--- src/core/rmc_pkg.sv ---
package rmc_pkg;
	// register indices; byte address is four times the index
	localparam int unsigned RMC_IDX_DATA_MOD = 1;
	localparam int unsigned RMC_IDX_DEVIATION = 2;
	localparam int unsigned RMC_IDX_BITRATE = 3;
	localparam int unsigned RMC_IDX_FLOOR = 4;
	localparam int unsigned RMC_IDX_FIRST = RMC_IDX_DATA_MOD;
	localparam int unsigned RMC_IDX_LAST = RMC_IDX_FLOOR;
	localparam int unsigned RMC_IDX_W = 3;
	localparam int unsigned RMC_REG_W = 8;

	// values after reset and writable bits, indexed by register index
	localparam logic [7:0] RMC_RESET_VAL [1:4] = '{8'h88, 8'h03, 8'h07, 8'h0c};
	localparam logic [7:0] RMC_WMASK [1:4] = '{8'hff, 8'hff, 8'h7f, 8'hff};

	// data and modulation configuration fields, and the reserved bit rate bit
	localparam int unsigned RMC_MODULATION_SELECT_LSB = 6;
	localparam int unsigned RMC_DML_BIT = 5;
	localparam int unsigned RMC_OOKT_LSB = 3;
	localparam int unsigned RMC_DMH_BIT = 2;
	localparam int unsigned RMC_IFG_LSB = 0;
	localparam int unsigned RMC_BR_RSVD_BIT = 7;

	// scaling of the settings
	localparam logic [4:0] RMC_IF_STEP_HALFDB = 5'h09; // 4.5 dB per step
	localparam int unsigned RMC_DEV_PRESCALE = 32;
	localparam int unsigned RMC_BR_PRESCALE = 64;
	localparam int unsigned RMC_BR_SHIFT = $clog2(RMC_BR_PRESCALE);

	// data operation modes
	typedef enum logic [1:0] {
		RMC_DM_CONT = 2'h0,
		RMC_DM_BUF  = 2'h1,
		RMC_DM_PKT  = 2'h2
	} rmc_data_mode_t;

	// OOK threshold types
	typedef enum logic [1:0] {
		RMC_OOK_FIXED = 2'h0,
		RMC_OOK_PEAK  = 2'h1,
		RMC_OOK_AVG   = 2'h2,
		RMC_OOK_RSVD  = 2'h3
	} rmc_ook_type_t;

	// AXI responses
	localparam logic [1:0] RMC_RESP_OKAY = 2'h0;
	localparam logic [1:0] RMC_RESP_SLVERR = 2'h2;
endpackage : rmc_pkg

--- src/core/rmc_entry_if.sv ---
`timescale 1ns/1ps
`default_nettype none
interface rmc_entry_if;
	logic       wrEn;      // write this entry
	logic [7:0] wrData;    // data to write
	logic [7:0] value;     // current content
	logic [7:0] nextValue; // content after this edge

	modport ctrl (output wrEn, output wrData, input value, input nextValue);
	modport entry (input wrEn, input wrData, output value, output nextValue);
endinterface : rmc_entry_if
`default_nettype wire

--- src/core/rmc_cfg_entry.sv ---
`timescale 1ns/1ps
`default_nettype none
module rmc_cfg_entry
	import rmc_pkg::*;
#(
	parameter logic [7:0] RESET_VAL = 8'h00, // content after reset
	parameter logic [7:0] WMASK     = 8'hff  // writable bits
) (
	input wire logic   ref_clk, // system clock
	input wire logic   rst,     // synchronous reset
	rmc_entry_if.entry port     // access from the register bank
);
	logic [7:0] value;
	logic [7:0] next_value;

	// masked write; reserved bits stay zero
	always_comb begin
		next_value = value;
		if (port.wrEn) begin
			next_value = port.wrData & WMASK;
		end
	end

	// storage
	always_ff @(posedge ref_clk) begin
		if (rst) begin
			value <= RESET_VAL;
		end else begin
			value <= next_value;
		end
	end

	assign port.value = value;
	assign port.nextValue = next_value;
endmodule : rmc_cfg_entry
`default_nettype wire

--- src/core/rmc_config_regs.sv ---
// Notes on behaviour
// mode: high=1 packet; else low=1 buffer; else continuous
// low data-mode bit sits at bit 5, reset zero
// high data-mode bit sits at bit 2, reset zero
// OOK threshold type bits 4-3: fixed, peak, average, reserved
// IF gain bits 1-0: 0, -4.5, -9, -13.5 dB
// data and modulation register resets to 0x88
// deviation is crystal/32 times value plus one
// deviation register resets to 0x03
// bit rate is crystal/64 divided by seven-bit value plus one
// bit rate register resets to 0x07
// host keeps bit rate top bit zero; it is reserved
// floor threshold counts 0.5 dB per step
// floor threshold register resets to 0x0c
// reads return last written value; settings apply at write completion
// fixed mode slices against floor; floor bounds peak and average
`timescale 1ns/1ps
`default_nettype none
module rmc_config_regs
	import rmc_pkg::*;
#(
	parameter int ADDR_W = 8 // byte address width
) (
	input  wire logic              ref_clk,           // 100 MHz clock
	input  wire logic              rst,               // sync reset, high
	input  wire logic [ADDR_W-1:0] s_axi_awaddr,      // write address
	input  wire logic [2:0]        s_axi_awprot,      // unused
	input  wire logic              s_axi_awvalid,     // write address valid
	output logic                   s_axi_awready,     // write address ready
	input  wire logic [31:0]       s_axi_wdata,       // write data
	input  wire logic [3:0]        s_axi_wstrb,       // byte enables
	input  wire logic              s_axi_wvalid,      // write data valid
	output logic                   s_axi_wready,      // write data ready
	output logic [1:0]             s_axi_bresp,       // write response
	output logic                   s_axi_bvalid,      // response valid
	input  wire logic              s_axi_bready,      // response ready
	input  wire logic [ADDR_W-1:0] s_axi_araddr,      // read address
	input  wire logic [2:0]        s_axi_arprot,      // unused
	input  wire logic              s_axi_arvalid,     // read address valid
	output logic                   s_axi_arready,     // read address ready
	output logic [31:0]            s_axi_rdata,       // read data
	output logic [1:0]             s_axi_rresp,       // read response
	output logic                   s_axi_rvalid,      // read data valid
	input  wire logic              s_axi_rready,      // read data ready
	input  wire logic [7:0]        rssiHalfDb,        // rssi, 0.5 dB steps
	input  wire logic              rssiValid,         // rssi sample strobe
	output logic [1:0]             modulationSelect,  // modulation select
	output logic [1:0]             dataMode,          // decoded data mode
	output logic [1:0]             ookThresholdType,  // threshold type
	output logic [1:0]             ifChainGain,       // IF gain code
	output logic [4:0]             ifAttenHalfDb,     // IF attenuation, 0.5 dB
	output logic [7:0]             deviationValue,    // deviation value
	output logic [8:0]             deviationMult,     // deviation / (xtal/32)
	output logic [6:0]             bitrateValue,      // bit rate value
	output logic [13:0]            bitPeriodXtal,     // xtal cycles per bit
	output logic [7:0]             floorThresholdValue, // floor, 0.5 dB
	output logic                   ookData            // sliced OOK data
);
	if (ADDR_W < 5 || ADDR_W > 32) begin : g_chk
		$error("ADDR_W must lie in 5..32");
	end

	// ---- bus state
	logic              awHeld, wHeld;
	logic [ADDR_W-1:0] awAddr;
	logic [7:0]        wData;
	logic              wLane0;
	logic              next_awHeld, next_wHeld, next_wLane0;
	logic [ADDR_W-1:0] next_awAddr;
	logic [7:0]        next_wData;
	logic              next_awready, next_wready, next_bvalid;
	logic [1:0]        next_bresp, next_rresp;
	logic              next_arready, next_rvalid;
	logic [31:0]       next_rdata;
	logic              doWrite, wrHit;
	logic [RMC_IDX_W-1:0] wrIdx, rdIdx;
	logic [7:0]        cfg [1:4];
	logic [7:0]        cfgNext [1:4];
	logic [7:0]        rdByte;

	// register index of a byte address
	function automatic logic [RMC_IDX_W-1:0] idxOf(input logic [ADDR_W-1:0] a);
		idxOf = RMC_IDX_W'(a[ADDR_W-1:2]);
	endfunction

	// address falls on one of the four registers
	function automatic logic hitOf(input logic [ADDR_W-1:0] a);
		logic [ADDR_W-3:0] w;
		w = a[ADDR_W-1:2];
		hitOf = (w >= (ADDR_W-2)'(RMC_IDX_FIRST)) && (w <= (ADDR_W-2)'(RMC_IDX_LAST));
	endfunction

	assign wrIdx = idxOf(awAddr);
	assign wrHit = hitOf(awAddr);
	assign rdIdx = idxOf(s_axi_araddr);
	assign doWrite = awHeld && wHeld && !s_axi_bvalid;

	// read mux over the four registers
	always_comb begin
		rdByte = 8'h00;
		for (int i = RMC_IDX_FIRST; i <= RMC_IDX_LAST; i++) begin
			if (rdIdx == RMC_IDX_W'(i)) begin
				rdByte = cfg[i];
			end
		end
	end

	// bus next state: address and data taken in either order
	always_comb begin
		next_awHeld = awHeld;
		next_wHeld = wHeld;
		next_awAddr = awAddr;
		next_wData = wData;
		next_wLane0 = wLane0;
		next_bvalid = s_axi_bvalid;
		next_bresp = s_axi_bresp;
		next_rvalid = s_axi_rvalid;
		next_rdata = s_axi_rdata;
		next_rresp = s_axi_rresp;
		if (s_axi_awvalid && s_axi_awready) begin
			next_awHeld = 1'b1;
			next_awAddr = s_axi_awaddr;
		end
		if (s_axi_wvalid && s_axi_wready) begin
			next_wHeld = 1'b1;
			next_wData = s_axi_wdata[7:0];
			next_wLane0 = s_axi_wstrb[0];
		end
		if (doWrite) begin
			next_bvalid = 1'b1; // answer once the write has landed R14
			next_bresp = wrHit ? RMC_RESP_OKAY : RMC_RESP_SLVERR;
		end
		if (s_axi_bvalid && s_axi_bready) begin
			next_bvalid = 1'b0;
			next_awHeld = 1'b0;
			next_wHeld = 1'b0;
		end
		next_awready = !next_awHeld;
		next_wready = !next_wHeld;
		if (s_axi_arvalid && s_axi_arready) begin
			next_rvalid = 1'b1;
			next_rdata = hitOf(s_axi_araddr) ? {24'h000000, rdByte} : 32'h00000000;
			next_rresp = hitOf(s_axi_araddr) ? RMC_RESP_OKAY : RMC_RESP_SLVERR;
		end
		if (s_axi_rvalid && s_axi_rready) begin
			next_rvalid = 1'b0;
		end
		next_arready = !next_rvalid; // open whenever no read answer waits
	end

	// bus registers
	always_ff @(posedge ref_clk) begin
		if (rst) begin
			awHeld <= 1'b0;
			wHeld <= 1'b0;
			awAddr <= '0;
			wData <= 8'h00;
			wLane0 <= 1'b0;
			s_axi_awready <= 1'b0;
			s_axi_wready <= 1'b0;
			s_axi_bvalid <= 1'b0;
			s_axi_bresp <= RMC_RESP_OKAY;
			s_axi_arready <= 1'b0;
			s_axi_rvalid <= 1'b0;
			s_axi_rdata <= 32'h00000000;
			s_axi_rresp <= RMC_RESP_OKAY;
		end else begin
			awHeld <= next_awHeld;
			wHeld <= next_wHeld;
			awAddr <= next_awAddr;
			wData <= next_wData;
			wLane0 <= next_wLane0;
			s_axi_awready <= next_awready;
			s_axi_wready <= next_wready;
			s_axi_bvalid <= next_bvalid;
			s_axi_bresp <= next_bresp;
			s_axi_arready <= next_arready;
			s_axi_rvalid <= next_rvalid;
			s_axi_rdata <= next_rdata;
			s_axi_rresp <= next_rresp;
		end
	end

	// one storage entry per register
	for (genvar g = RMC_IDX_FIRST; g <= RMC_IDX_LAST; g++) begin : g_reg
		rmc_entry_if u_if ();
		assign u_if.wrEn = doWrite && wrHit && wLane0 && (wrIdx == RMC_IDX_W'(g));
		assign u_if.wrData = wData;
		assign cfg[g] = u_if.value;
		assign cfgNext[g] = u_if.nextValue;
		rmc_cfg_entry #(
			.RESET_VAL (RMC_RESET_VAL[g]),
			.WMASK     (RMC_WMASK[g])
		) u_entry (
			.ref_clk (ref_clk),
			.rst     (rst),
			.port    (u_if.entry)
		);
	end

	// decoded settings, updated on the same edge as the register
	logic [1:0]  next_modulationSelect, next_dataMode, next_ookThresholdType;
	logic [1:0]  next_ifChainGain;
	logic [4:0]  next_ifAttenHalfDb;
	logic [7:0]  next_deviationValue, next_floorThresholdValue;
	logic [8:0]  next_deviationMult;
	logic [6:0]  next_bitrateValue;
	logic [13:0] next_bitPeriodXtal;
	logic [7:0]  dmNext;

	always_comb begin
		dmNext = cfgNext[RMC_IDX_DATA_MOD];
		next_modulationSelect = dmNext[RMC_MODULATION_SELECT_LSB +: 2];
		if (dmNext[RMC_DMH_BIT]) begin
			next_dataMode = RMC_DM_PKT;
		end else if (dmNext[RMC_DML_BIT]) begin
			next_dataMode = RMC_DM_BUF;
		end else begin
			next_dataMode = RMC_DM_CONT;
		end
		next_ookThresholdType = dmNext[RMC_OOKT_LSB +: 2];
		next_ifChainGain = dmNext[RMC_IFG_LSB +: 2];
		next_ifAttenHalfDb = 5'(next_ifChainGain) * RMC_IF_STEP_HALFDB;
		next_deviationValue = cfgNext[RMC_IDX_DEVIATION];
		next_deviationMult = 9'(next_deviationValue) + 9'h001;
		next_bitrateValue = cfgNext[RMC_IDX_BITRATE][6:0];
		next_bitPeriodXtal = (14'(next_bitrateValue) + 14'h0001) << RMC_BR_SHIFT;
		next_floorThresholdValue = cfgNext[RMC_IDX_FLOOR];
	end

	always_ff @(posedge ref_clk) begin
		if (rst) begin
			modulationSelect <= RMC_RESET_VAL[RMC_IDX_DATA_MOD][RMC_MODULATION_SELECT_LSB +: 2];
			dataMode <= RMC_DM_CONT;
			ookThresholdType <= RMC_RESET_VAL[RMC_IDX_DATA_MOD][RMC_OOKT_LSB +: 2];
			ifChainGain <= RMC_RESET_VAL[RMC_IDX_DATA_MOD][RMC_IFG_LSB +: 2];
			ifAttenHalfDb <= 5'h00;
			deviationValue <= RMC_RESET_VAL[RMC_IDX_DEVIATION];
			deviationMult <= 9'(RMC_RESET_VAL[RMC_IDX_DEVIATION]) + 9'h001;
			bitrateValue <= RMC_RESET_VAL[RMC_IDX_BITRATE][6:0];
			bitPeriodXtal <= (14'(RMC_RESET_VAL[RMC_IDX_BITRATE][6:0]) + 14'h0001)
				<< RMC_BR_SHIFT;
			floorThresholdValue <= RMC_RESET_VAL[RMC_IDX_FLOOR];
		end else begin
			modulationSelect <= next_modulationSelect;
			dataMode <= next_dataMode;
			ookThresholdType <= next_ookThresholdType;
			ifChainGain <= next_ifChainGain;
			ifAttenHalfDb <= next_ifAttenHalfDb;
			deviationValue <= next_deviationValue;
			deviationMult <= next_deviationMult;
			bitrateValue <= next_bitrateValue;
			bitPeriodXtal <= next_bitPeriodXtal;
			floorThresholdValue <= next_floorThresholdValue;
		end
	end

	// OOK slicer fed by the threshold settings
	rmc_ook_slicer u_slicer (
		.ref_clk   (ref_clk),
		.rst       (rst),
		.rssi      (rssiHalfDb),
		.rssiValid (rssiValid),
		.ookType   (ookThresholdType),
		.floorThr  (floorThresholdValue),
		.ookData   (ookData)
	);

	logic wrDm;
	assign wrDm = doWrite && wrHit && wLane0 && (wrIdx == RMC_IDX_W'(RMC_IDX_DATA_MOD));
endmodule : rmc_config_regs
`default_nettype wire

--- src/core/rmc_ook_slicer.sv ---
`timescale 1ns/1ps
`default_nettype none
module rmc_ook_slicer
	import rmc_pkg::*;
#(
	parameter int AVG_SHIFT = 3,        // averaging time constant, 2^n samples
	parameter logic [7:0] PEAK_DROP = 8'h0c // slice level below the peak
) (
	input  wire logic       ref_clk,   // system clock
	input  wire logic       rst,       // synchronous reset
	input  wire logic [7:0] rssi,      // signal strength, 0.5 dB per count
	input  wire logic       rssiValid, // new rssi sample
	input  wire logic [1:0] ookType,   // threshold type
	input  wire logic [7:0] floorThr,  // floor threshold
	output logic            ookData    // sliced data
);
	if (AVG_SHIFT < 1 || AVG_SHIFT > 7) begin : g_chk
		$error("AVG_SHIFT must lie in 1..7");
	end

	logic [7:0] peak, avg, thr;
	logic [7:0] next_peak, next_avg;
	logic       next_ookData;

	// tracking of peak and mean, slice against the chosen level
	always_comb begin
		next_peak = peak;
		next_avg = avg;
		next_ookData = ookData;
		if (rssi >= peak) begin
			next_peak = rssi;
		end else begin
			next_peak = peak - 8'h01; // slow decay
		end
		if (rssi > avg) begin
			next_avg = avg + 8'((rssi - avg) >> AVG_SHIFT);
		end else begin
			next_avg = avg - 8'((avg - rssi) >> AVG_SHIFT);
		end
		case (rmc_ook_type_t'(ookType))
			RMC_OOK_PEAK: thr = (peak > PEAK_DROP) ? peak - PEAK_DROP : 8'h00;
			RMC_OOK_AVG: thr = avg;
			default: thr = floorThr; // fixed, reserved treated as fixed
		endcase
		if (thr < floorThr) begin
			thr = floorThr; // floor is the lower bound R15
		end
		if (!rssiValid) begin
			next_peak = peak;
			next_avg = avg;
		end else begin
			next_ookData = (rssi >= thr);
		end
	end

	always_ff @(posedge ref_clk) begin
		if (rst) begin
			peak <= 8'h00;
			avg <= 8'h00;
			ookData <= 1'b0;
		end else begin
			peak <= next_peak;
			avg <= next_avg;
			ookData <= next_ookData;
		end
	end
endmodule : rmc_ook_slicer
`default_nettype wire

--- config.mk ---
export PLATFORM = sky130hd
export DESIGN_NAME = rmc_config_regs
export DESIGN_NICKNAME = d
export VERILOG_FILES = /design/src/core/rmc_pkg.sv /design/src/core/rmc_entry_if.sv /design/src/core/rmc_cfg_entry.sv /design/src/core/rmc_config_regs.sv /design/src/core/rmc_ook_slicer.sv
export SDC_FILE = /design/constraint.sdc
export NUM_CORES = 1
export LEC_CHECK = 0
export BUFFER_PORTS_ARGS = -buffer_cell sky130_fd_sc_hd__buf_2
export CAP_MARGIN = 15
export CORE_MARGIN = 4
export CORE_UTILIZATION = 35
export CTS_CLUSTER_DIAMETER = 80
export CTS_CLUSTER_SIZE = 28
export DETAILED_ROUTE_END_ITERATION = 7
export PLACE_DENSITY = 0.56
export SYNTH_ARGS = -nofsm -noshare
export SYNTH_HDL_FRONTEND = slang
export SYNTH_SLANG_ARGS = --single-unit
--- constraint.sdc ---
create_clock -name ref_clk -period 9.95 [get_ports ref_clk]
set_input_delay 0.4975 -clock ref_clk [delete_from_list [all_inputs] [get_ports ref_clk]]
set_output_delay 0.4975 -clock ref_clk [all_outputs]
set_load 0.1 [all_outputs]
# Yosys cells after proc, flatten, opt, wreduce, memory -nomap -nowiden
# Cells that the tools add are included.
# totals
ff_bits,144
in_bits,74
output_inout_bits,101
# op_classes
addsub,8
n_mul,1
n_lt_le_gt_ge,9
n_eq_ne,10
n_mux,23
reduce_logical,21
# op_table
op,n
8-bit two-way mux,11
8-bit >= comparator,2
8-bit one-hot mux with 2 select lines,1
8-bit subtractor,2
1-bit logical AND,15
3-bit by 2-bit == test with 1-bit output (second input constant),4
6-bit by 1-bit >= comparator with 1-bit output (second input constant),2
6-bit by 3-bit <= comparator with 1-bit output (second input constant),2
8-bit by 1-bit adder with 9-bit output (second input constant),1
7-bit by 1-bit adder with 8-bit output (second input constant),1
8-bit by 5-bit adder with 8-bit output,1
8-bit by 4-bit > comparator with 1-bit output (second input constant),1
8-bit > comparator,1
8-bit < comparator,1
8-bit by 1-bit subtractor with 8-bit output (second input constant),1
8-bit by 4-bit subtractor with 8-bit output (second input constant),1
8-bit by 5-bit subtractor with 8-bit output,1
1-bit two-way mux,7
7-bit two-way mux,1
3-bit by 1-bit == test with 1-bit output (second input constant),2
3-bit == test (second input constant),2
2-bit two-way mux,3
2-bit by 4-bit multiplier with 5-bit output (second input constant),1
1-bit logical NOT,4
other kinds (3),4

# Depth between registers and ports, before layout
# Gate-level depths: netlist (run 1).
# depth
ltp_word,8
ltp_mapped,21

# Modules after synthesis
# Synthesis (run 1) repeated with hierarchy kept, for this count alone.
# unflattened
cells_unflattened,791
hier_area_um2,7414.6
# modules_own_cells
module,n_inst,cells_per_inst,area_per_inst_um2
rmc_config_regs,1,340,3404.5
rmc_ook_slicer,1,351,2735.1
rmc_cfg_entry at g_reg[1].u_entry ...,3,25,319.1
rmc_cfg_entry at g_reg[3].u_entry,1,25,317.8

# Worst setup path before layout (run 1)
# No wires, ideal clock.
# synth_timing
path_kind,flip-flop to flip-flop
start,register u_slicer.peak[0]
end,register u_slicer.ookData
setup_ns,0.140
arrival_time_ns,3.968
required_ns,9.810
path_slack_ns,5.842
stages_incl_launch_ff,22
n_path_buf,1
period_less_slack_ns,4.108
path_cell_list,dfxtp_1 > inv_1 > ha_1 > nand2b_1 > a41oi_2 > a221oi_1 > a21oi_1 > ha_1 > and3_1 > a221o_1 > a21oi_1 > o21ai_1 > buf_4 > a31oi_1 > ha_1 > nand2b_1 > a21o_1 > a21o_1 > a211oi_1 > o21ai_0 > o211ai_1 > a311oi_1
# synth_via
elab_chain_len,6
elab_cells_between_ends,7
cone_classes,add/sub (1); order compare (3); mux (3)
# synth_rtl
element,line,source
"start, declared",rmc_ook_slicer.sv:21,"logic [7:0] peak, avg, thr;"
"start signal, assigned",rmc_ook_slicer.sv:62,peak <= next_peak;
8-bit by 4-bit subtractor with 8-bit output / 8-bit by 4-bit > comparator with 1-bit output (equally long branches),rmc_ook_slicer.sv:41,RMC_OOK_PEAK: thr = (peak > PEAK_DROP) ? peak - PEAK_DROP : 8'h00;
8-bit two-way mux *,rmc_ook_slicer.sv:41,
8-bit one-hot mux with 2 select lines *,rmc_ook_slicer.sv:40,case (rmc_ook_type_t'(ookType))
8-bit < comparator,rmc_ook_slicer.sv:45,if (thr < floorThr) begin
8-bit two-way mux *,rmc_ook_slicer.sv:45,
8-bit >= comparator *,rmc_ook_slicer.sv:52,next_ookData = (rssi >= thr);
"end signal, assigned",rmc_ook_slicer.sv:64,ookData <= next_ookData;
"end, declared",rmc_ook_slicer.sv:15,output logic ookData
# Mark *: on every way between the ends. The rest lies on a longest branch, timed or not.
# A chain may end at the register's enable or synchronous reset.

# Worst setup path in the final report (run 1)
# Ends and elaborated chain as after synthesis.

==> flow_metrics.env, run 1 <==
export IMPL_hpwl_um=12740
export IMPL_first_global_vias=4964
export IMPL_hold_path_depth=3
export IMPL_firstDrtPassIters=4
export IMPL_r2r_start="u_slicer.peak[0]"
export IMPL_grt_max_degree=93
export IMPL_rsz0062_at_grt="no"
export IMPL_cts_max_level=3
export IMPL_portBuffers=104
export IMPL_powerDensity_mw_per_mm2=197.6
export IMPL_start_kind="register"
export IMPL_setup_viol=0
export IMPL_synth_area_leader_cell="dfxtp_1"
export IMPL_cts_root_buf="clkbuf_16"
export IMPL_drt_iter0_drc=357
export IMPL_grt_pass1_wl_um=26280
export IMPL_ant_nets=0
export IMPL_p_leak_nw=3.177
export IMPL_clk_latency_ns=0.35
export IMPL_synth_edf_count=0
export IMPL_vias_per_cell=5.109
export IMPL_final_util_pct=39.56
export IMPL_rows=49
export IMPL_ys_flop_type="dfxtp_1"
export IMPL_numCtsBuffers=9
export IMPL_cts_tree="done"
export IMPL_hp_class="input pin to register"
export IMPL_cts_sinks=98
export IMPL_fill_cells=1885
export IMPL_cp_startpoint="u_slicer.peak[0]"
export IMPL_min_from="s_axi_wdata[0]"
export IMPL_synth_area_sq_mm=0.006459
export IMPL_die_height_um=143.8
export IMPL_min_period_ns=4.757
export IMPL_path_clk_slew_ns=0.07
export IMPL_ys_warn_count=0
export IMPL_worst_hold_slack_ns=0.3897
export IMPL_multiInputGateArea_sq_mm=0.003925
export IMPL_slew_headroom_pct=34.46
export IMPL_worstMarginPinSlew_ns=0.9832
export IMPL_dieArea_sq_mm=0.02069
export IMPL_antenna_found_initial=0
export IMPL_grt_overflow_total=0
export IMPL_post_synth_cell_area_avg_sq_um=8.345
export IMPL_place_gp_congestion=0.8583
export IMPL_netlist_instances=774
export IMPL_drc_errors=0
export IMPL_fin_crit_sh_pct=47.81
export IMPL_core_sq_mm=0.01809
export IMPL_postCtsHoldBufs=0
export IMPL_reg2regPathDepth=21
export IMPL_yosysTopAreaCellShare_pct=30.38
export IMPL_synth_area_leaders="dfxtp_1 (30%), ha_1 (10%), mux2i_1 (7.3%)"
export IMPL_initial_utilization_pct=35.71
export IMPL_outcome="finished clean"
export IMPL_timing_fmax_mhz=210.2
export IMPL_wirelength_um=16820
export IMPL_die_x_um=143.8
export IMPL_synth_distinct_cells=72
export IMPL_skew_ns=0.009228
export IMPL_postCtsSetupBuffers=0
export IMPL_drive_gt1_share_pct=16.49
export IMPL_cp_max_fo=16
export IMPL_num_vias=5507
export IMPL_finalHoldViolations=0
export IMPL_fin_nets=974
export IMPL_synth_yosys_seq_area_share_pct=30.38
export IMPL_ys_seq_elements=98
export IMPL_clock_path_buffers=2
export IMPL_cts_resized=0
export IMPL_io_pins=175
export IMPL_setup_tns_ns=0
export IMPL_wl_per_cell_um=15.60
export IMPL_cp_arrival_ns=4.94
export IMPL_seqCellArea_sq_mm=0.001962
export IMPL_critPathCaptureType="register"
export IMPL_vdd_ir_drop_max_mv=0.07603
export IMPL_drv_cap=0
export IMPL_path_class="register to register"
export IMPL_worst_ep_required_time_ns=10.14
export IMPL_ys_async_sr_fraction_pct=0
export IMPL_grt_use_total_pct=16.04
export IMPL_antenna_cells=0
export IMPL_area_delta_synth_final_pct=10.79
export IMPL_finalMaxSlewViolations=0
## synthesized netlist by cell type (all sizes together), types with 6 or more instances
master,instances
dfxtp,98
nor2,85
a21oi,65
buf,57
ha,54
nand2,51
inv,47
mux2i,47
o21ai,28
xnor2,25
nand3,24
clkbuf,20
a22oi,17
nor3,14
nor2b,12
nand2b,11
a211oi,10
xor2,10
a221oi,9
a21o,8
o22ai,8
and2,7
and3,6
nand4,6
o21a,6
## critical path: stages, from the launching register on
cell and delay, ns:
dfxtp_1 0.46, inv_1 0.10, ha_1 0.21, nand2b_1 0.15
a41oi_2 0.41, a221oi_1 0.15, a21oi_1 0.19, ha_1 0.27
and3_1 0.20, a221o_1 0.34, a21oi_1 0.14, o21ai_1 0.33
a21oi_1 0.25, a31oi_1 0.06, ha_1 0.30, nand2b_1 0.14
a21o_1 0.17, a21o_1 0.18, a211oi_1 0.21, o21ai_0 0.12
o211ai_1 0.11, a311oi_1 0.11
## routing by layer
metal  wire length, um  vias up  global-route usage, %
li1                  -     2780                      -
met5                 0        -                      0
met3               887       15                  2.163
met4               253        0                  4.658
met2              7728      146                  25.65
met1              7948     2566                  22.56
## cell usage in the layout, fill, tap and decap left out, types with 8 or more instances in the layout
master	n
buf_2	104
dfxtp_1	98
nor2_1	83
a21oi_1	62
ha_1	54
nand2_1	51
inv_1	47
mux2i_1	47
conb_1	33
xnor2_1	25
o21ai_0	25
nand3_1	23
a22oi_1	17
nor3_1	14
nor2b_1	12
nand2b_1	11
xor2_1	10
a211oi_1	10
a221oi_1	9
clkbuf_16	9
a21o_1	8
o22ai_1	8
## sequential cells by signal, indices dropped and copies added (netlist names), 2 cells and up
signal / cells
modulationSelect: 2
bitPeriodXtal: 8
deviationMult: 9
awAddr: 6
u_slicer.avg: 8
g.u_if.wrData: 8
s_axi_rdata: 8
g.u_entry.port.value: 26
u_slicer.peak: 8
## final cells by class
cell class	count	area share (%)
Multi-Input combinational cell	584	54.85
Sequential cell	98	27.42
Inverter	47	2.465
Tap cell	229	4.004
Clock buffer	9	3.147
Clock inverter	6	0.7344
Timing Repair Buffer	105	7.379
## report_power, final
group | internal [mW] | switching [mW]
Sequential | 0.413 | 0.0333
Clock | 0.172 | 0.161
Combinational | 0.251 | 0.384
## final timing paths
path,to,slack (ns)
worst max-delay path,u_slicer.ookData,5.19
worst max register to register,u_slicer.ookData,5.19
worst min-delay path,g_reg[1].u_if.wrData[0],0.39
worst min register to register,awAddr[7],0.46
## metrics by stage
| step | setup WS [ns] | cells | area (sq um) | total power, mW |
|---|---|---|---|---|
| final | 5.193 | 1078 | 7156 | 1.414 |
| after global routing | 4.680 | 1078 | 7156 | 1.526 |
| after CTS | 5.172 | 1078 | 7156 | 1.428 |
| after detailed placement | 5.178 | 1063 | 6878 | 1.089 |
| after global placement | 5.245 | 1063 | 6878 | 1.086 |
| after floorplan | 5.842 | 806 | 6579 | 0.9862 |
## kinds of logic (layout without fill, tap and decap cells)
group                    after synthesis  after routing  share of synthesized area [%]
AND/OR/NAND/NOR                      235            235                          17.88
AO/OA/AOI/OAI                        177            177                          17.82
buffers and inverters                124            167                          10.71
flip-flops                            98             98                          30.38
adder cells (fa/ha/maj)               55             55                          10.77
multiplexers                          49             49                          7.633
XOR/XNOR                              35             35                          4.746
other                                  1             33                        0.05806
No activity file was read; power rests on OpenSTA's default activity.
==> inputs of run 2 (changes only) <==
- ABC_AREA: not set -> 1
- PLACE_DENSITY: 0.56 -> 0.58
- clock period: 9.95 -> 4 ns (I/O delays scaled with it)
==> run 2 against run 1 <==
Against the previous run: maximum frequency is 30% higher; cell area is 0.51% lower; clock power grew to 2.6 times the previous value; worst hold slack worse by 0.29 ns; combinational power grew to 3.0 times the previous value; wire length is 5.4% higher; clock skew is 0.0042 ns higher; synthesized cell count is 16% higher; sequential share of layout area is 0.14 points higher; count of clock-buffer cells in the layout is 1 higher; flip-flop and latch count stayed put; via count is 5.3% higher.
==> flow_metrics.env, run 2 <==
export IMPL_outcome="finished clean"
export IMPL_min_period_ns=3.655
export IMPL_fin_nets=1114
export IMPL_core_sq_mm=0.01748
export IMPL_drv_cap=0
export IMPL_vias_per_cell=4.771
export IMPL_place_gp_congestion=0.8680
export IMPL_antenna_cells=0
export IMPL_ys_seq_elements=98
export IMPL_area_delta_synth_final_pct=13.26
export IMPL_min_from="s_axi_wdata[7]"
export IMPL_r2r_slack_ns=0.35
export IMPL_cts_sinks=98
export IMPL_post_synth_cell_area_avg_sq_um=6.992
export IMPL_synth_distinct_cells=44
export IMPL_die_x_um=142.0
export IMPL_setup_viol=0
export IMPL_initial_utilization_pct=35.97
export IMPL_vdd_ir_drop_max_mv=0.4424
export IMPL_drc_errors=0
export IMPL_timing_rr_end="u_slicer.ookData"
export IMPL_placed_area_sq_mm=0.006789
export IMPL_reg_top3="g.u_entry.port.value: 26 flops, deviationMult: 9 flops"
export IMPL_finalMaxSlewViolations=0
export IMPL_worstMarginPinSlew_ns=1.127
export IMPL_ys_warn_count=0
export IMPL_powerDensity_mw_per_mm2=548.1
export IMPL_layout_commonest_cell="nand2_1"
export IMPL_wl_per_cell_um=14.59
export IMPL_path_clk_slew_ns=0.07
export IMPL_rows=48
export IMPL_antenna_found_initial=0
export IMPL_portBuffers=104
export IMPL_cts_max_level=3
export IMPL_firstDrtPassIters=5
export IMPL_crit_path_end="u_slicer.ookData"
export IMPL_netlist_instances=899
export IMPL_ys_flop_type="dfxtp_1"
export IMPL_dieArea_sq_mm=0.02017
export IMPL_r2r_start="u_slicer.peak[0]"
export IMPL_cts_tree="done"
export IMPL_start_kind="register"
export IMPL_synth_area_leaders="dfxtp_1 (31%), ha_1 (11%), nand2_1 (9.7%)"
export IMPL_yosys_top_cells_count="nand2_1 (163), inv_1 (131), dfxtp_1 (98)"
export IMPL_ant_nets=0
export IMPL_reg2regPathDepth=19
export IMPL_synth_area_sq_mm=0.006286
export IMPL_drive_gt1_share_pct=15.76
export IMPL_slew_headroom_pct=24.76
export IMPL_ys_async_sr_fraction_pct=0
export IMPL_fill_cells=1892
export IMPL_cts_root_buf="clkbuf_16"
export IMPL_yosysTopAreaCellShare_pct=31.21
export IMPL_clock_path_buffers=2
export IMPL_synth_yosys_seq_area_share_pct=31.21
export IMPL_io_pins=175
export IMPL_finalHoldViolations=0
export IMPL_dp_cells=1195
export IMPL_cp_startpoint="u_slicer.peak[0]"
export IMPL_largest_register_ffs=26
export IMPL_synth_area_leader_cell="dfxtp_1"
export IMPL_timing_fmax_mhz=273.6
export IMPL_seqCellArea_sq_mm=0.001962
export IMPL_cp_arrival_ns=3.87
export IMPL_hpwl_um=13640
export IMPL_die_height_um=142.0
export IMPL_final_cell_mix="nand2_1 (163), inv_1 (131), buf_2 (104)"
export IMPL_drt_iter0_drc=381
export IMPL_synthMostInstantiatedCell="nand2_1"
export IMPL_setup_tns_ns=0
export IMPL_skew_ns=0.01340
export IMPL_worst_ep_required_time_ns=4.22
export IMPL_design_area_sq_mm=0.007119
export IMPL_hp_class="input pin to register"
export IMPL_synth_edf_count=0
export IMPL_grt_use_total_pct=17.54
export IMPL_hold_path_depth=3
export IMPL_clk_latency_ns=0.36
export IMPL_stdcell_count=1215
export IMPL_critPathCaptureType="register"
export IMPL_multiInputGateArea_sq_mm=0.003507
export IMPL_path_class="register to register"
export IMPL_cp_max_fo=7
export IMPL_top_register="g.u_entry.port.value"
export IMPL_numCtsBuffers=9
export IMPL_worst_hold_slack_ns=0.09541
export IMPL_grt_pass1_wl_um=28270
export IMPL_fin_crit_sh_pct=91.37
export IMPL_first_global_vias=5490
export IMPL_grt_overflow_total=0
export IMPL_grt_max_degree=47
export IMPL_wirelength_um=17730
export IMPL_num_vias=5797
export IMPL_p_leak_nw=3.597
-- run 2: cell types whose count changed after synthesis, moves of 22 or more --
cell     previous run  this run
a21oi_1            62        94
xnor2_1            25         3
o21ai_0            25        74
nand2_1            51       163
inv_1              47       131
mux2i_1            47         0
-- run 2: critical path, cell delays in order, from the launching register on --
cell      delay (ns)
dfxtp_1         0.38
inv_1           0.12
ha_1            0.21
o211ai_1        0.21
nand2_1         0.12
inv_1           0.14
nand2_1         0.09
a22oi_1         0.21
ha_1            0.29
a21oi_1         0.13
nor2_1          0.06
a211oi_2        0.23
nand2_1         0.19
buf_4           0.18
o21ai_0         0.23
ha_1            0.30
nand4_1         0.10
o211ai_1        0.08
o21ai_1         0.19
a21oi_1         0.08
-- run 2: per-layer routing --
layer | share of wire [%] | track usage, %
met1 | 48 | 23.68
met2 | 45 | 28.35
met3 | 5.5 | 3.864
met4 | 1.5 | 4.798
met5 | 0 | 0
-- run 2: logic make-up (layout without fill, tap and decap cells) --
family                   count (synthesis)  after routing  synth area share, %
adder cells (fa/ha/maj)                 55             55                11.07
AO/OA/AOI/OAI                          219            219                19.71
other                                    1             33              0.05966
flip-flops                              98             98                31.21
AND/OR/NAND/NOR                        306            307                20.50
XOR/XNOR                                17             17                2.369
buffers and inverters                  203            261                15.09
-- run 2: worst min-delay path by stage --
stage	endpoint
after detailed placement	s_axi_bresp[1]
after global routing	awAddr[2]
final	g_reg[1].u_if.wrData[7]
after CTS	g_reg[1].u_if.wrData[7]
after global placement	awAddr[7]
after floorplan	g_reg[1].u_if.wrData[7]
-- run 2: stage by stage --
step	utilization (%)	worst slack [ns]	power, mW
2_1_floorplan	-	0.5795	2.633
3_3_place_gp	38.85	0.2706	2.988
3_5_place_dp	38.85	0.2075	2.985
4_1_cts	40.54	0.1844	3.885
5_1_grt	40.74	-0.007633	4.259
6_report	40.74	0.3454	3.902
-- run 2: final cells by class --
cell class | count | area share, %
Clock inverter | 6 | 0.8084
Clock buffer | 10 | 3.357
Timing Repair Buffer | 110 | 7.944
Multi-Input combinational cell | 631 | 49.26
Tap cell | 225 | 3.954
Sequential cell | 98 | 27.56
Inverter | 135 | 7.118
-- run 2: report_power, final --
| group | switching, mW | leakage (nW) | internal [mW] |
|---|---|---|---|
| Sequential | 0.0938 | 0.798 | 1.04 |
| Clock | 0.425 | 0.147 | 0.454 |
| Combinational | 1.22 | 2.65 | 0.664 |
| Total | 1.74 | 3.60 | 2.16 |
-- run 2: timing repair --
action / in CTS / in global routing
hold buffers: 0 / 0
setup endpoints to repair: 0 / 1
resized for setup: 0 / 3
setup buffers: 0 / 3
==> inputs of run 3 (changes only) <==
- BUFFER_PORTS_ARGS: -buffer_cell sky130_fd_sc_hd__buf_2 -> not set
- DONT_BUFFER_PORTS: not set -> 1
- PLACE_DENSITY: 0.58 -> 0.5
- SYNTH_HIERARCHICAL: not set -> 1
==> run 3 against run 2 <==
Against the previous run: total power grew 28%; largest power group unchanged; cell area rose by 24%; sequential share of layout area increased by 1.9 points; flip-flop and latch count rose by 31; worst setup slack improved by 0.0092 ns.
==> flow_metrics.env, run 3 <==
export IMPL_final_util_pct=40.20
export IMPL_p_seq_share_pct=30.4
export IMPL_critPathCaptureType="register"
export IMPL_dieArea_sq_mm=0.02472
export IMPL_drt_iter0_drc=350
export IMPL_numCtsBuffers=17
export IMPL_clk_latency_ns=0.42
export IMPL_skew_ns=0.01187
export IMPL_hold_path_end="s_axi_awready"
export IMPL_cts_tree="done"
export IMPL_fin_nets=1284
export IMPL_cts_sinks=129
export IMPL_wirelength_um=19960
export IMPL_swShare_pct=40.23
export IMPL_outcome="finished clean"
export IMPL_post_synth_cell_area_avg_sq_um=6.880
export IMPL_worstMarginPinSlew_ns=1.043
export IMPL_drv_cap=0
export IMPL_finalMaxSlewViolations=0
export IMPL_place_gp_congestion=0.8424
export IMPL_largest_register_ffs=32
export IMPL_r2r_start="u_slicer/peak[0]"
export IMPL_use_met1_pct=21.53
export IMPL_grt_overflow_total=0
export IMPL_vdd_ir_drop_max_mv=0.2705
export IMPL_start_kind="register"
export IMPL_rsz0062_at_grt="no"
export IMPL_rows=54
export IMPL_drc_errors=0
export IMPL_reg_top3="g.u_entry/port.value: 32 flops, deviationMult: 9 flops"
export IMPL_initial_utilization_pct=35.61
export IMPL_timing_fmax_mhz=274.3
export IMPL_setup_tns_ns=0
export IMPL_finalHoldViolations=0
export IMPL_area_delta_synth_final_pct=12.89
export IMPL_p_leak_nw=4.328
export IMPL_grtUsageMet2_pct=27.09
export IMPL_min_from="s_axi_bready"
export IMPL_antenna_found_initial=0
export IMPL_ys_warn_count=6
export IMPL_core_sq_mm=0.02189
export IMPL_hold_path_depth=2
export IMPL_netlist_instances=1133
export IMPL_min_period_ns=3.645
export IMPL_path_class="register to register"
export IMPL_cts_max_level=4
export IMPL_grt_max_degree=89
export IMPL_ant_nets=0
export IMPL_path_clk_slew_ns=0.07
export IMPL_io_pins=175
export IMPL_setup_viol=0
export IMPL_hpwl_um=14820
export IMPL_busiest_layer="met2"
export IMPL_synth_area_sq_mm=0.007795
export IMPL_die_x_um=157.2
export IMPL_cts_root_buf="clkbuf_16"
export IMPL_wl_per_cell_um=13.78
export IMPL_p_comb_share_pct=37.6
export IMPL_cp_startpoint="u_slicer/peak[0]"
export IMPL_p_sw_mw=2.002
export IMPL_num_vias=6620
export IMPL_internal_power_mw=2.975
export IMPL_powerDensity_mw_per_mm2=565.6
export IMPL_first_global_vias=6218
export IMPL_r2r_slack_ns=0.35
export IMPL_firstDrtPassIters=5
export IMPL_fin_crit_sh_pct=91.13
export IMPL_p_clk_share_pct=32.0
export IMPL_final_cell_mix="nand2_1 (209), inv_1 (209), dfxtp_1 (124)"
export IMPL_clock_path_buffers=2
export IMPL_hp_class="input pin to register"
export IMPL_vias_per_cell=4.572
export IMPL_cp_arrival_ns=3.94
export IMPL_grt_pass1_wl_um=31990
export IMPL_grt_use_total_pct=16.41
export IMPL_reg2regPathDepth=21
export IMPL_cp_max_fo=15
export IMPL_die_height_um=157.2
export IMPL_portBuffers=0
export IMPL_met3_usage_pct=4.069
export IMPL_slew_headroom_pct=30.39
export IMPL_worst_ep_required_time_ns=4.29
export IMPL_top_register="g.u_entry/port.value"
export IMPL_timing_rr_end="u_slicer/ookData"
export IMPL_antenna_cells=0
export IMPL_drive_gt1_share_pct=12.33
-- run 3: cell types whose count changed in the layout (fill, tap and decap cells not counted), sizes merged, moves of 20 or more --
cell,change
nand2,+97
buf,-91
inv,+86
nor2,+51
dfxtp,+31
o21ai,-28
nand3,+20
-- run 3: area by class of cell --
| cell class | count | area [sq um] |
|---|---|---|
| Timing Repair Buffer | 37 | 382.9 |
| Sequential cell | 129 | 2589 |
| Clock buffer | 18 | 439.2 |
| Tap cell | 280 | 350.3 |
| Multi-Input combinational cell | 750 | 4025 |
| Clock inverter | 14 | 167.7 |
| Fill cell | 2378 | 13090 |
| Inverter | 220 | 845.8 |
-- run 3: how the worst max path moves through the flow --
stage	to	slack, ns
2_1_floorplan	u_slicer/ookData	0.03
3_3_place_gp	u_slicer/ookData	0.32
3_5_place_dp	u_slicer/ookData	0.21
4_1_cts	u_slicer/ookData	0.17
5_1_grt	u_slicer/ookData	0.008
6_report	u_slicer/ookData	0.35
-- run 3: power groups by stage --
stage / sequential [mW] / combinational (mW) / clock, mW
3_3_place_gp: 1.54 / 1.80 / 0
3_5_place_dp: 1.54 / 1.81 / 0
5_1_grt: 1.53 / 2.16 / 1.69
2_1_floorplan: 1.50 / 1.56 / 0
4_1_cts: 1.51 / 1.85 / 1.63
6_report: 1.51 / 1.87 / 1.59
-- run 3: per-stage QoR --
step           hold slack [ns]  worst slack, ns  area [sq um]  total power [mW]  instances
5_1_grt               0.008615         0.008122          8800             5.374       1448
3_5_place_dp            0.2808           0.2101          7958             3.352       1395
2_1_floorplan           0.2669          0.02785          7916             3.063       1165
4_1_cts               0.002727           0.1718          8772             4.991       1446
6_report               0.01758           0.3546          8800             4.977       1448
3_3_place_gp            0.2822           0.3198          7958             3.344       1395
-- run 3: routing by layer --
layer  routed length, um  vias to the layer above
met2                9467                      130
met4                 311                        0
met5                   0                        -
li1                    -                     3493
met3                1018                       25
met1                9159                     2972
-- run 3: repair_timing --
action	CTS	global route
endpoints found under the setup margin	0	1
resized for setup	0	4
hold buffers	19	0
setup buffers	0	1
endpoints found under the hold margin	111	0
-- run 3: critical path: stages, from the launching register on --
cell	delay [ns]
dfxtp_2	0.36
inv_1	0.10
ha_1	0.21
o211ai_1	0.23
nand2_1	0.12
inv_1	0.16
nand2_1	0.09
a22oi_1	0.19
ha_1	0.28
a21oi_1	0.13
nor2_1	0.06
a211oi_2	0.31
nand2_4	0.17
nand2_1	0.09
o21ai_0	0.09
ha_1	0.31
a21oi_1	0.14
o21ai_0	0.09
nand4_1	0.08
o211ai_1	0.08
o21ai_0	0.17
a21oi_1	0.08
